File: src/verilog/csi_pkg.sv
// Constants and carrier types for the controller status bank
`default_nettype none
package csi_pkg;
    // Indexed register port
    localparam int unsigned RAP_W            = 7;
    localparam logic [6:0]  CSR_STATUS_IDX   = 7'h00;
    localparam logic [15:0] STATUS_RESET     = 16'h0000;
    localparam logic [6:0]  RAP_RESET        = 7'h00;

    // Field positions inside controller_status
    localparam int unsigned POS_FAULT        = 15;
    localparam int unsigned POS_OVERLENGTH   = 14;
    localparam int unsigned POS_STICKY_LO    = 8;
    localparam int unsigned STICKY_N         = 6;
    localparam int unsigned POS_IRQ_SUMMARY  = 7;
    localparam int unsigned POS_IRQ_ENABLE   = 6;
    localparam int unsigned POS_RX_ACTIVE    = 5;
    localparam int unsigned POS_TX_ACTIVE    = 4;
    localparam int unsigned POS_POLL_NOW     = 3;

    // Sticky flag index (bit = POS_STICKY_LO + index)
    localparam int unsigned SF_SETUP         = 0;
    localparam int unsigned SF_TX_DONE       = 1;
    localparam int unsigned SF_RX_DONE       = 2;
    localparam int unsigned SF_BUS_TIMEOUT   = 3;
    localparam int unsigned SF_LOST_FRAME    = 4;
    localparam int unsigned SF_SQE_FAIL      = 5;

    // Timing
    localparam int unsigned CLK_PERIOD_NS    = 100;
    localparam int unsigned BIT_TIME_NS      = 100;
    localparam int unsigned SQE_WINDOW_BITS  = 20;
    localparam int unsigned SQE_WINDOW_CYC   =
        (SQE_WINDOW_BITS * BIT_TIME_NS + CLK_PERIOD_NS - 1) / CLK_PERIOD_NS;
    localparam int unsigned BUS_GRANT_US     = 50;
    localparam int unsigned BUS_GRANT_CYC    =
        (BUS_GRANT_US * 1000 + CLK_PERIOD_NS - 1) / CLK_PERIOD_NS;

    // Hardware events, one-cycle pulses from same-clock logic
    typedef struct packed {
        logic lost_frame;
        logic rx_done;
        logic tx_done;
        logic setup_done;
        logic tx_end;
        logic tx_attempt;
    } csi_evt_t;

    // Interrupt sources held outside this bank (levels)
    typedef struct packed {
        logic tx_overlength_flag;
        logic missed_count_wrap;
        logic collision_count_wrap;
        logic jabber_flag;
        logic tx_start_flag;
    } csi_ext_src_t;

    // Run commands, one-cycle pulses
    typedef struct packed {
        logic stop;
        logic run_command;
        logic init;
    } csi_cmd_t;

    // Status toward buffer management
    typedef struct packed {
        logic rx_active;
        logic tx_active;
        logic tx_poll_now;
    } csi_state_t;
endpackage
`default_nettype wire

File: src/verilog/csi_status_bank.sv
// Controller status register low part: sticky flags, interrupt summary, run state
//
// Functional notes
// - SQE fail if no collision within 20 bits
// - Twisted-pair transmit during link fail sets SQE fail
// - SQE fail never requests an interrupt
// - SQE, lost, timeout flags raise fault summary
// - Sticky flags clear on write one, reset, stop
// - Dropped frame without descriptor sets lost flag
// - Bus master waits 50 us for acknowledge
// - Lost frame, timeout interrupt when enabled, unmasked
// - Receive done after frame and ownership return
// - Transmit done after frame and ownership return
// - Setup complete after initialization block read
// - Done flags interrupt when enabled and unmasked
// - Summary is OR of unmasked sources
// - Summary read-only, self-clearing, reset and stop clear
// - Interrupt output needs summary and global enable
// - Global enable read/write, reset and stop clear
// - Receive active after start, or after setup when init rides along
// - Transmit active likewise; reset, stop clear both
// - Poll now fetches ring; self-clears when idle
// - Descriptor fetch, reset, stop clear poll now
// - Fault summary ORs four error flags
`default_nettype none
`timescale 1ns/100ps
module csi_status_bank
(
    input  wire logic                  ref_clk,
    input  wire logic                  resetn,
    // Indexed register port
    input  wire logic                  host_wr,
    input  wire logic                  host_rd,
    input  wire logic                  host_data_sel,
    input  wire logic [15:0]           host_wdata,
    output logic      [15:0]           host_rdata,
    // Surrounding controller
    input  wire csi_pkg::csi_evt_t     evt,
    input  wire csi_pkg::csi_cmd_t     cmd,
    input  wire logic [2:0]            run_bits,
    input  wire csi_pkg::csi_ext_src_t ext_src,
    input  wire csi_pkg::csi_ext_src_t ext_mask,
    input  wire logic [4:0]            done_masks,
    input  wire logic                  rx_disable,
    input  wire logic                  tx_disable,
    input  wire logic                  tp_mode,
    input  wire logic                  link_fail,
    input  wire logic                  bus_master,
    input  wire logic                  dma_req,
    input  wire logic                  desc_fetch,
    // Pins
    input  wire logic                  aui_collision,
    input  wire logic                  dma_ack,
    // Results
    output csi_pkg::csi_state_t        run_state,
    output logic                       fault_summary,
    output logic                       irq_req
);
    // Data-port write that carries a one in the given bit of the status word
    function automatic logic w1(input logic wr, input logic [15:0] d, input int unsigned pos);
        w1 = wr && d[pos];
    endfunction

    logic [csi_pkg::RAP_W-1:0]    rap_q;
    logic [csi_pkg::STICKY_N-1:0] sticky_q;
    logic [csi_pkg::STICKY_N-1:0] sticky_d;
    logic [csi_pkg::STICKY_N-1:0] sticky_set;
    logic                         summary_q;
    logic                         enable_q;
    logic                         rx_active_q;
    logic                         tx_active_q;
    logic                         rx_pend_q;
    logic                         tx_pend_q;
    logic                         poll_q;
    logic                         fault_q;
    logic                         irq_q;
    logic [15:0]                  rdata_q;
    logic                         dma_req_q;

    logic                         coll_sync;
    logic                         ack_sync;
    logic                         sqe_expire;
    logic                         grant_expire;
    logic                         dma_start;
    logic                         dma_abort;

    logic                         wr_rap;
    logic                         wr_status;
    logic                         stop_clr;
    logic                         start_now;
    logic                         start_with_init;
    logic                         summary_d;
    logic                         fault_d;
    logic                         enable_d;
    logic                         rx_active_d;
    logic                         tx_active_d;
    logic                         poll_d;
    logic                         ext_pending;
    logic                         own_pending;
    logic [15:0]                  status_word;
    logic [15:0]                  read_word;

    // Pin inputs cross into ref_clk
    csi_sync2 u_sync_coll
    (
        .ref_clk  (ref_clk),
        .resetn   (resetn),
        .async_in (aui_collision),
        .sync_out (coll_sync)
    );

    csi_sync2 u_sync_ack
    (
        .ref_clk  (ref_clk),
        .resetn   (resetn),
        .async_in (dma_ack),
        .sync_out (ack_sync)
    );

    // Heartbeat window after each transmission
    csi_window_timer #(.CYCLES(csi_pkg::SQE_WINDOW_CYC)) u_sqe_win
    (
        .ref_clk (ref_clk),
        .resetn  (resetn),
        .start   (evt.tx_end),
        .hit     (coll_sync),
        .abort   (stop_clr),
        .expire  (sqe_expire)
    );

    // Grant watchdog: restarts on each new request while mastering
    assign dma_start = bus_master && dma_req && !dma_req_q;
    assign dma_abort = stop_clr || !dma_req || !bus_master;

    csi_window_timer #(.CYCLES(csi_pkg::BUS_GRANT_CYC)) u_grant_win
    (
        .ref_clk (ref_clk),
        .resetn  (resetn),
        .start   (dma_start),
        .hit     (ack_sync),
        .abort   (dma_abort),
        .expire  (grant_expire)
    );

    // Port decode
    assign wr_rap    = host_wr && !host_data_sel;
    assign wr_status = host_wr && host_data_sel && (rap_q == csi_pkg::CSR_STATUS_IDX);
    assign stop_clr  = cmd.stop;

    // Stop overrides start and init given together
    assign start_now       = cmd.run_command && !cmd.init && !cmd.stop;
    assign start_with_init = cmd.run_command && cmd.init && !cmd.stop;

    // Event sources for sticky flags
    assign sticky_set[csi_pkg::SF_SQE_FAIL]    = sqe_expire
                                               || (tp_mode && link_fail && evt.tx_attempt);
    assign sticky_set[csi_pkg::SF_LOST_FRAME]  = evt.lost_frame;
    assign sticky_set[csi_pkg::SF_BUS_TIMEOUT] = grant_expire;
    assign sticky_set[csi_pkg::SF_RX_DONE]     = evt.rx_done;
    assign sticky_set[csi_pkg::SF_TX_DONE]     = evt.tx_done;
    assign sticky_set[csi_pkg::SF_SETUP]       = evt.setup_done;

    // Set beats a same-cycle write-one clear; stop beats everything
    genvar gi;
    generate
        for (gi = 0; gi < csi_pkg::STICKY_N; gi++)
        begin : g_sticky
            assign sticky_d[gi] = !stop_clr
                && (sticky_set[gi]
                    || (sticky_q[gi]
                        && !w1(wr_status, host_wdata, csi_pkg::POS_STICKY_LO + gi)));
        end
    endgenerate

    // Of the sticky flags only lost frame down to setup complete can interrupt; SQE fail is left out
    assign own_pending = |(sticky_d[csi_pkg::SF_LOST_FRAME:csi_pkg::SF_SETUP]
                           & ~done_masks);
    assign ext_pending = |(ext_src & ~ext_mask);
    assign summary_d   = !stop_clr && (own_pending || ext_pending);

    assign fault_d = ext_src.tx_overlength_flag
                   || sticky_d[csi_pkg::SF_SQE_FAIL]
                   || sticky_d[csi_pkg::SF_LOST_FRAME]
                   || sticky_d[csi_pkg::SF_BUS_TIMEOUT];

    // Global enable is a plain read/write bit
    assign enable_d = stop_clr ? 1'b0
                    : wr_status ? host_wdata[csi_pkg::POS_IRQ_ENABLE]
                    : enable_q;

    // Active bits come up on start, or after setup when init rides along
    assign rx_active_d = !stop_clr
        && (rx_active_q
            || (start_now && !rx_disable)
            || (rx_pend_q && evt.setup_done));
    assign tx_active_d = !stop_clr
        && (tx_active_q
            || (start_now && !tx_disable)
            || (tx_pend_q && evt.setup_done));

    // Poll request needs transmit running; a fresh write beats a fetch
    assign poll_d = !stop_clr && tx_active_q
        && (w1(wr_status, host_wdata, csi_pkg::POS_POLL_NOW)
            || (poll_q && !desc_fetch));

    assign status_word = {fault_q,
                          ext_src.tx_overlength_flag,
                          sticky_q[csi_pkg::SF_SQE_FAIL],
                          sticky_q[csi_pkg::SF_LOST_FRAME],
                          sticky_q[csi_pkg::SF_BUS_TIMEOUT],
                          sticky_q[csi_pkg::SF_RX_DONE],
                          sticky_q[csi_pkg::SF_TX_DONE],
                          sticky_q[csi_pkg::SF_SETUP],
                          summary_q,
                          enable_q,
                          rx_active_q,
                          tx_active_q,
                          poll_q,
                          run_bits};

    // Other indexes belong elsewhere and read as zero here
    assign read_word = !host_data_sel ? {9'h000, rap_q}
                     : (rap_q == csi_pkg::CSR_STATUS_IDX) ? status_word
                     : 16'h0000;

    always_ff @(posedge ref_clk or negedge resetn)
    begin
        if (!resetn)
            rap_q <= csi_pkg::RAP_RESET;
        else if (wr_rap)
            rap_q <= host_wdata[csi_pkg::RAP_W-1:0];
    end

    always_ff @(posedge ref_clk or negedge resetn)
    begin
        if (!resetn)
            sticky_q <= '0;
        else
            sticky_q <= sticky_d;
    end

    always_ff @(posedge ref_clk or negedge resetn)
    begin
        if (!resetn)
            summary_q <= 1'b0;
        else
            summary_q <= summary_d;
    end

    always_ff @(posedge ref_clk or negedge resetn)
    begin
        if (!resetn)
            fault_q <= 1'b0;
        else
            fault_q <= fault_d;
    end

    always_ff @(posedge ref_clk or negedge resetn)
    begin
        if (!resetn)
            enable_q <= 1'b0;
        else
            enable_q <= enable_d;
    end

    always_ff @(posedge ref_clk or negedge resetn)
    begin
        if (!resetn)
            rx_active_q <= 1'b0;
        else
            rx_active_q <= rx_active_d;
    end

    always_ff @(posedge ref_clk or negedge resetn)
    begin
        if (!resetn)
            tx_active_q <= 1'b0;
        else
            tx_active_q <= tx_active_d;
    end

    // Pending start waits for the setup-complete pulse
    always_ff @(posedge ref_clk or negedge resetn)
    begin
        if (!resetn)
            rx_pend_q <= 1'b0;
        else
            rx_pend_q <= !stop_clr && !evt.setup_done
                      && (rx_pend_q || (start_with_init && !rx_disable));
    end

    always_ff @(posedge ref_clk or negedge resetn)
    begin
        if (!resetn)
            tx_pend_q <= 1'b0;
        else
            tx_pend_q <= !stop_clr && !evt.setup_done
                      && (tx_pend_q || (start_with_init && !tx_disable));
    end

    always_ff @(posedge ref_clk or negedge resetn)
    begin
        if (!resetn)
            poll_q <= 1'b0;
        else
            poll_q <= poll_d;
    end

    // Outputs straight from flops; request moves with the summary
    always_ff @(posedge ref_clk or negedge resetn)
    begin
        if (!resetn)
            irq_q <= 1'b0;
        else
            irq_q <= summary_d && enable_d;
    end

    // Previous request level, for the rising-edge start
    always_ff @(posedge ref_clk or negedge resetn)
    begin
        if (!resetn)
            dma_req_q <= 1'b0;
        else
            dma_req_q <= dma_req;
    end

    always_ff @(posedge ref_clk or negedge resetn)
    begin
        if (!resetn)
            rdata_q <= csi_pkg::STATUS_RESET;
        else if (host_rd)
            rdata_q <= read_word;
    end

    assign host_rdata            = rdata_q;
    assign irq_req               = irq_q;
    assign fault_summary         = fault_q;
    assign run_state.rx_active   = rx_active_q;
    assign run_state.tx_active   = tx_active_q;
    assign run_state.tx_poll_now = poll_q;
endmodule
`default_nettype wire

File: src/verilog/csi_sync2.sv
// Two-stage synchroniser for one level arriving from a pin
`default_nettype none
`timescale 1ns/100ps
module csi_sync2
(
    input  wire logic ref_clk,
    input  wire logic resetn,
    input  wire logic async_in,
    output logic      sync_out
);
    logic meta_q;

    always_ff @(posedge ref_clk or negedge resetn)
    begin
        if (!resetn)
        begin
            meta_q   <= 1'b0;
            sync_out <= 1'b0;
        end
        else
        begin
            meta_q   <= async_in;
            sync_out <= meta_q;
        end
    end
endmodule
`default_nettype wire

File: src/verilog/csi_window_timer.sv
// Watch window: pulses expire when no hit arrives within CYCLES cycles of start
`default_nettype none
`timescale 1ns/100ps
module csi_window_timer
#(
    parameter int unsigned CYCLES = 20
)
(
    input  wire logic ref_clk,
    input  wire logic resetn,
    input  wire logic start,
    input  wire logic hit,
    input  wire logic abort,
    output logic      expire
);
    localparam int unsigned CW = $clog2(CYCLES + 1);
    localparam logic [CW-1:0] LOAD = CW'(CYCLES);
    localparam logic [CW-1:0] ONE  = CW'(1);

    logic [CW-1:0] count_q;
    logic          run_q;
    logic          last;

    assign last = run_q && (count_q == ONE) && !hit && !abort;

    always_ff @(posedge ref_clk or negedge resetn)
    begin
        if (!resetn)
        begin
            count_q <= '0;
            run_q   <= 1'b0;
            expire  <= 1'b0;
        end
        else
        begin
            expire <= last;
            if (start)
            begin
                count_q <= LOAD;
                run_q   <= 1'b1;
            end
            else if (hit || abort || last)
                run_q <= 1'b0;
            else if (run_q)
                count_q <= count_q - ONE;
        end
    end
endmodule
`default_nettype wire
File: config.mk
export PLATFORM = sky130hd
export DESIGN_NAME = csi_status_bank
export DESIGN_NICKNAME = d
export VERILOG_FILES = /design/src/verilog/csi_pkg.sv /design/src/verilog/csi_status_bank.sv /design/src/verilog/csi_sync2.sv /design/src/verilog/csi_window_timer.sv
export SDC_FILE = /design/constraint.sdc
export NUM_CORES = 1
export LEC_CHECK = 0
export ABC_CLOCK_PERIOD_IN_PS = 1850
export BUFFER_PORTS_ARGS = -buffer_cell sky130_fd_sc_hd__buf_2
export CORE_MARGIN = 2
export CORE_UTILIZATION = 47
export CTS_CLUSTER_DIAMETER = 150
export DETAILED_ROUTE_END_ITERATION = 6
export PLACE_DENSITY_LB_ADDON = 0.15
export SKIP_LAST_GASP = 1
export SLEW_MARGIN = 20
export SYNTH_ARGS = -nofsm -noshare
export SYNTH_HDL_FRONTEND = slang
export SYNTH_SLANG_ARGS = --single-unit
File: constraint.sdc
create_clock -name ref_clk -period 1.85 [get_ports ref_clk]
set_clock_uncertainty 0.05 [all_clocks]
set_input_delay 0.555 -clock ref_clk [delete_from_list [all_inputs] [get_ports ref_clk]]
set_output_delay 0.555 -clock ref_clk [all_outputs]
set_load 0.02 [all_outputs]
# [Word-level counts from Yosys, hierarchy flattened]
# Index checks and enable logic that the tools add are counted.
[classes] n_addsub=2 n_bitwise=4 reduce_logical=104 eq_ne=4 n_mux=14
[op_table] cell="1-bit logical AND" n=52
[op_table] cell="16-bit 2-to-1 mux" n=2
[op_table] cell="9-bit 2-to-1 mux" n=3
[op_table] cell="1-bit logical OR" n=24
[op_table] cell="1-bit logical NOT" n=19
[op_table] cell="5-bit 2-to-1 mux" n=3
[op_table] cell="5-bit bitwise AND" n=2
[op_table] cell="5-bit NOT" n=2
[op_table] cell="5-bit OR reduction" n=2
[op_table] cell="9-bit by 1-bit == test with 1-bit output (second input constant)" n=1
[op_table] cell="9-bit by 1-bit subtractor with 9-bit output (second input constant)" n=1
[op_table] cell="2-bit nonzero test" n=4
[op_table] cell="7-bit logical NOT" n=1
[op_table] cell="1-bit 2-to-1 mux" n=6
[op_table] cell="5-bit by 1-bit == test with 1-bit output (second input constant)" n=1
[op_table] cell="5-bit by 1-bit subtractor with 5-bit output (second input constant)" n=1
[op_table] cell="2-bit inequality test (second input constant)" n=2
[op_table] cell="2-bit AND reduction" n=2
[totals] regBits=61

# [Logic depth before layout (Yosys ltp)]
[depth] word_depth=12 mapped_depth=7 mapped_depth_nobuf=6

# [Hierarchy]
# A second synthesis with hierarchy kept.
[unflattened] hier_cells=250 area_unflattened_um2=2811.4
[modules_own_cells] mod="csi_status_bank" seq_area_each_um2=975.9 area_each_um2=1747.9 n_inst=1 cells_per_inst=153
[modules_own_cells] mod="csi_window_timer at u_grant_win" seq_area_each_um2=275.3 area_each_um2=591.8 n_inst=1 cells_per_inst=58
[modules_own_cells] mod="csi_window_timer at u_sqe_win" seq_area_each_um2=175.2 area_each_um2=371.6 n_inst=1 cells_per_inst=35
[modules_own_cells] mod="csi_sync2" seq_area_each_um2=50.0 area_each_um2=50.0 n_inst=2 cells_per_inst=2

# [Least setup slack after synthesis]
# No wires, ideal clock.
[synth_path] path_kind="input port to flip-flop" startpoint="in host_data_sel" endpoint="reg rdata_q[3], in the netlist host_rdata[3]" path_stages=6 setup_ps=77 arrival_time_ps=1946 slack_ps=-223 cell_sequence="buf_2 > or4b_2 > nor2_2 > buf_4 > a21oi_1 > a21oi_1"
[synth_between] elab_chain_cells=1
[synth_rtl] element="from (decl)" line_no="csi_status_bank.sv:34" rtl="input wire logic host_data_sel,"
[synth_rtl] element="16-bit 2-to-1 mux" line_no="csi_status_bank.sv:222" rtl="assign read_word = !host_data_sel ? {9'h000, rap_q}"
[synth_rtl] element="to (signal assigned)" line_no="csi_status_bank.sv:330" rtl="rdata_q <= csi_pkg::STATUS_RESET;"
[synth_rtl] element="to (signal assigned)" line_no="csi_status_bank.sv:332" rtl="rdata_q <= read_word;"
[synth_rtl] element="to (decl)" line_no="csi_status_bank.sv:77" rtl="logic [15:0] rdata_q;"
# No other way between the ends.
# A chain may end at the register's enable or synchronous reset.

# [Final worst setup path]
[layout_path] startpoint="reg u_grant_win.count_q[3]" endpoint="reg u_grant_win.count_q[7]"
[layout_between] elab_chain_cells=7 word_cells_on_any_way=11 cone_classes="add/sub (1); eq/ne (2); mux (3); reduce/logical (5)"
[layout_rtl] element="from (decl)" line_no="csi_window_timer.sv:20" rtl="logic [CW-1:0] count_q;"
[layout_rtl] element="from (signal assigned)" line_no="csi_window_timer.sv:45" rtl="count_q <= count_q - ONE;"
[layout_rtl] element="branches (longest 7 deep; another with 9-bit by 1-bit subtractor with 9-bit output)"
# Several ways; the timed one is not identified. The select of a mux whose other input is x is not followed.

==> reports/results.txt <==
The cell area that synthesis handed to floorplanning was 2860 um^2. After synthesis, flip-flops and latches occupy 53.4% of the total area. For this run, the total global-route usage over all layers was measured as 20.2%.

In the synthesized netlist the async set-or-reset flop fraction comes to 100%. For the number of cells produced by synthesis, the log shows 286. Along the worst path, the maximum fanout reaches 5. The number of filler cells placed in the layout was 522. Clock tree synthesis inserted a total of 9 buffers. In this run the mean area of a mapped cell was 9.99 um^2. The detailed-route wire length per cell works out to 13.9 um. Ranked by instance count, the synthesized netlist is headed by sky130_fd_sc_hd__dfrtp_1 (61), sky130_fd_sc_hd__nor2_1 (27), sky130_fd_sc_hd__a21oi_1 (23).

After detailed placement, the design holds a cell count of 437. Excluding fillers, the count of instances in the completed layout stands at 454. Most used flip-flop cell after synthesis: sky130_fd_sc_hd__dfrtp_1. The post-synthesis register bit count is 61. Required time of the worst setup path: 2.08 ns. At the pin with the least slew margin, the transition time is 0.457 ns. Cell at the root of the clock tree: sky130_fd_sc_hd__clkbuf_8. The number of antenna diodes in the final layout is 0. For the post-route worst setup slack, the log shows -0.162 ns. Sorting the synthesized cells by area gives the leading types as sky130_fd_sc_hd__dfrtp_1 (53%), sky130_fd_sc_hd__a21oi_1 (4.0%), sky130_fd_sc_hd__nor2_1 (3.5%). The floorplan step defined a die boundary enclosing 6720 um^2. Setup violations remaining at the end of the flow were counted as 2. The number of global-route vias before repair came out at 2206. The total via count in the routed design was 2386. Derived from the worst setup path, the maximum achievable clock frequency is 497 MHz. For this run, the share of the core covered by cells in the final layout is 61.3%. In the routed layout, each cell is associated on average with a via count of 5.26. Most common cell in the netlist: sky130_fd_sc_hd__dfrtp_1. After detailed routing, the total wire length is 6310 um. The yosys synthesis warning count came out at 0.

From bottom edge to top edge, the die measures 82.0 um. The tools report the max capacitance violation total as 0. TritonCTS built the clock tree. The sort of element at the start of the critical path is a flop. The element type at the critical path end is a flop. The logs give 436 for the net count of the finished layout and 10000 um for the global-route wire length before repair.

For the worst setup path, the data arrival time is 2.24 ns. The type of the worst setup path was reg2reg. The worst pin sits at a relative slew slack of 69.5%. During placement, the flow inserted port buffers numbering 74. In this run the worst hold path is classified as in2async.

The count of flip-flops with a built-in enable after synthesis is 0, and the initial core utilization is 48.6%. The power per cell area was 782 nW/um^2. The top cell type by area accounts for 53.4% of the synthesized area.

The floorplan step defined a core boundary enclosing 5890 um^2. Setup repair after global routing could not meet its margin everywhere. On the critical path, the stage with the largest delay is an instance of sky130_fd_sc_hd__or4_4. Power comes to 2.82 mW.

The post-CTS clock slew at the launch and capture registers of the worst setup and hold paths is 0.06 ns, and the number of hold violations in the final report is 0. From left edge to right edge, the die measures 82.0 um. The logs give 0.34 ns for the clock network latency to the later pin of the worst-skew pair and 4500 um for the sum of net half-perimeters after detailed placement.

The H-tree was split into 3 levels. Dividing the final minimum period by the clock period gives 109%. For the final estimated routing congestion in global placement, the log shows 0.798.

The final critical path time including I/O delays and setup was 2.01 ns. In this design, the stage delay of the slowest critical-path cell is 0.57 ns. The total area of multi-input combinational cells is 1220 um^2, and the synthesis-to-finish area growth is 26.3%. The critical path goes through or4_4 > or4_4 > or4_4 > nand3_1. After clock tree synthesis, the flow added hold-fix buffers numbering 0. The sequential cell area in the final layout was 1530 um^2; the first-pass iteration count of the detailed router was 4. The maximum buffer depth of the clock tree is 2, and the fraction of final layout cells sized beyond drive strength 1 is 33.5%. For this design the static power due to leakage is 1.66 nW. Largest vdd supply drop: 595 uV.

Cell with the most instances on the worst path: sky130_fd_sc_hd__or4_4. Number of nets still failing antenna checks after routing: 0. The clock sink count is 61. Entering global routing, the biggest net connects 62 pins. The run gives 0 as the final-report max-slew violation count. The aggregate global routing overflow was 0.

When the netlist entered floorplanning its net count stood at 347. The initial antenna violation count was 0. The number of standard-cell rows in the floorplan is 28. The synthesized design spends more area on one cell type than any other, namely sky130_fd_sc_hd__dfrtp_1.

Number of design rule violations left after detail routing: 0. The checks that failed: setup timing. The flow ran to the end, but the final reports show violations.

The total I/O pin count was 78; the unique cell type count in the Yosys netlist was 45. The number of design-rule violations left by the first detailed-router iteration was 140; the aggregate negative setup slack was -0.196 ns.
## worst paths after layout
check,from,end,slack [ns],depth (start not counted)
worst min-delay path,resetn,host_rdata[7]$_DFFE_PN0P_,0.15,2
max in group asynchronous,resetn,host_rdata[15]$_DFFE_PN0P_,1.32,2
worst max-delay path,u_grant_win.count_q[3]$_DFFE_PN0P_,u_grant_win.count_q[7]$_DFFE_PN0P_,-0.16,4
worst max register to register,u_grant_win.count_q[3]$_DFFE_PN0P_,u_grant_win.count_q[7]$_DFFE_PN0P_,-0.16,4
worst min register to register,u_sync_coll.meta_q$_DFF_PN0_,u_sync_coll.sync_out$_DFF_PN0_,0.30,0
min in group ref_clk,aui_collision,u_sync_coll.meta_q$_DFF_PN0_,0.27,1
## per-layer routing
layer | share of wire (%) | wire length (um) | global-route usage, %
met1 | 47 | 2960 | 26.3
met2 | 45 | 2830 | 31.1
met3 | 5.9 | 374 | 5.49
met4 | 2.2 | 140 | 9.83
met5 | 0 | 0 | 0
## layout by cell type (no fill, tap or decap), types with 2 or more instances in the layout
cell type / n
sky130_fd_sc_hd__clkbuf_1: 3
sky130_fd_sc_hd__or3_1: 4
sky130_fd_sc_hd__clkbuf_8: 10
sky130_fd_sc_hd__a21oi_1: 23
sky130_fd_sc_hd__or4b_4: 2
sky130_fd_sc_hd__buf_2: 74
sky130_fd_sc_hd__nor3_1: 6
sky130_fd_sc_hd__nor2b_1: 16
sky130_fd_sc_hd__buf_4: 18
sky130_fd_sc_hd__nand4_1: 7
sky130_fd_sc_hd__nand3_1: 17
sky130_fd_sc_hd__inv_1: 22
sky130_fd_sc_hd__nor3b_1: 2
sky130_fd_sc_hd__o21ai_1: 2
sky130_fd_sc_hd__and3_1: 2
sky130_fd_sc_hd__mux2_2: 7
sky130_fd_sc_hd__o21ai_0: 15
sky130_fd_sc_hd__o21bai_1: 3
sky130_fd_sc_hd__or4_1: 4
sky130_fd_sc_hd__nand2_1: 4
sky130_fd_sc_hd__or4b_2: 2
sky130_fd_sc_hd__xor2_1: 3
sky130_fd_sc_hd__dfrtp_1: 61
sky130_fd_sc_hd__o31ai_1: 3
sky130_fd_sc_hd__or4_4: 4
sky130_fd_sc_hd__nand2b_1: 5
sky130_fd_sc_hd__ha_1: 4
sky130_fd_sc_hd__and2_1: 3
sky130_fd_sc_hd__clkinv_2: 2
sky130_fd_sc_hd__a31oi_1: 4
sky130_fd_sc_hd__a32oi_1: 2
sky130_fd_sc_hd__nor2_1: 27
## critical path, delay by kind of cell, from the launching register on
| kind | cells | cell delay, ns |
|---|---|---|
| simple gates | 4 | 1.52 |
| flops | 1 | 0.38 |
## repair_timing
| action | 4_1_cts | 5_1_grt |
|---|---|---|
| setup buffers | 1 | 0 |
| gates cloned | 1 | 0 |
| resized for setup | 5 | 4 |
| pin swaps | 4 | 5 |
| setup endpoints to repair | 9 | 13 |
## registers in the layout, indices dropped and copies added (netlist names), 5 cells and up
name and count:
rap_q 7, u_grant_win.count_q 9, host_rdata 16, u_sqe_win.count_q 5, sticky_q 6
## where the power goes
| group | switching [mW] | internal [mW] | leakage (nW) | total (mW) |
|---|---|---|---|---|
| Sequential | 0.0562 | 1.41 | 0.753 | 1.46 |
| Combinational | 0.190 | 0.163 | 0.820 | 0.353 |
| Clock | 0.497 | 0.512 | 0.0833 | 1.01 |
| Total | 0.743 | 2.08 | 1.66 | 2.82 |
## area by class of cell
type | count | share of cell area (%)
flip-flops and latches | 61 | 42.3
multi-input cells | 188 | 33.9
repair buffers | 93 | 14.6
clock buffers | 13 | 4.12
well taps | 75 | 2.60
inverters | 22 | 2.29
clock inverters | 2 | 0.277
## cell families (layout without fill, tap and decap cells)
kind of cell / Yosys count / in the layout / synth area share, %
compound gates: 61 / 61 / 12.7
mux: 7 / 7 / 2.76
xor+xnor: 4 / 4 / 1.23
flops: 61 / 61 / 53.4
fa+ha+maj: 4 / 4 / 1.75
buf+inv: 37 / 130 / 5.47
simple gates: 112 / 112 / 22.7
## per-stage QoR
| step | hold WS (ns) | worst slack [ns] | instance area [um^2] |
|---|---|---|---|
| 2_1_floorplan | 0.209 | -0.0946 | 2900 |
| 5_1_grt | 0.187 | -0.215 | 3610 |
| 3_3_place_gp | 0.284 | -0.124 | 3410 |
| 6_report | 0.148 | -0.162 | 3610 |
| 4_1_cts | 0.172 | -0.151 | 3600 |
| 3_5_place_dp | 0.286 | -0.138 | 3410 |
Note: power is estimated with default switching activity, not from simulation.
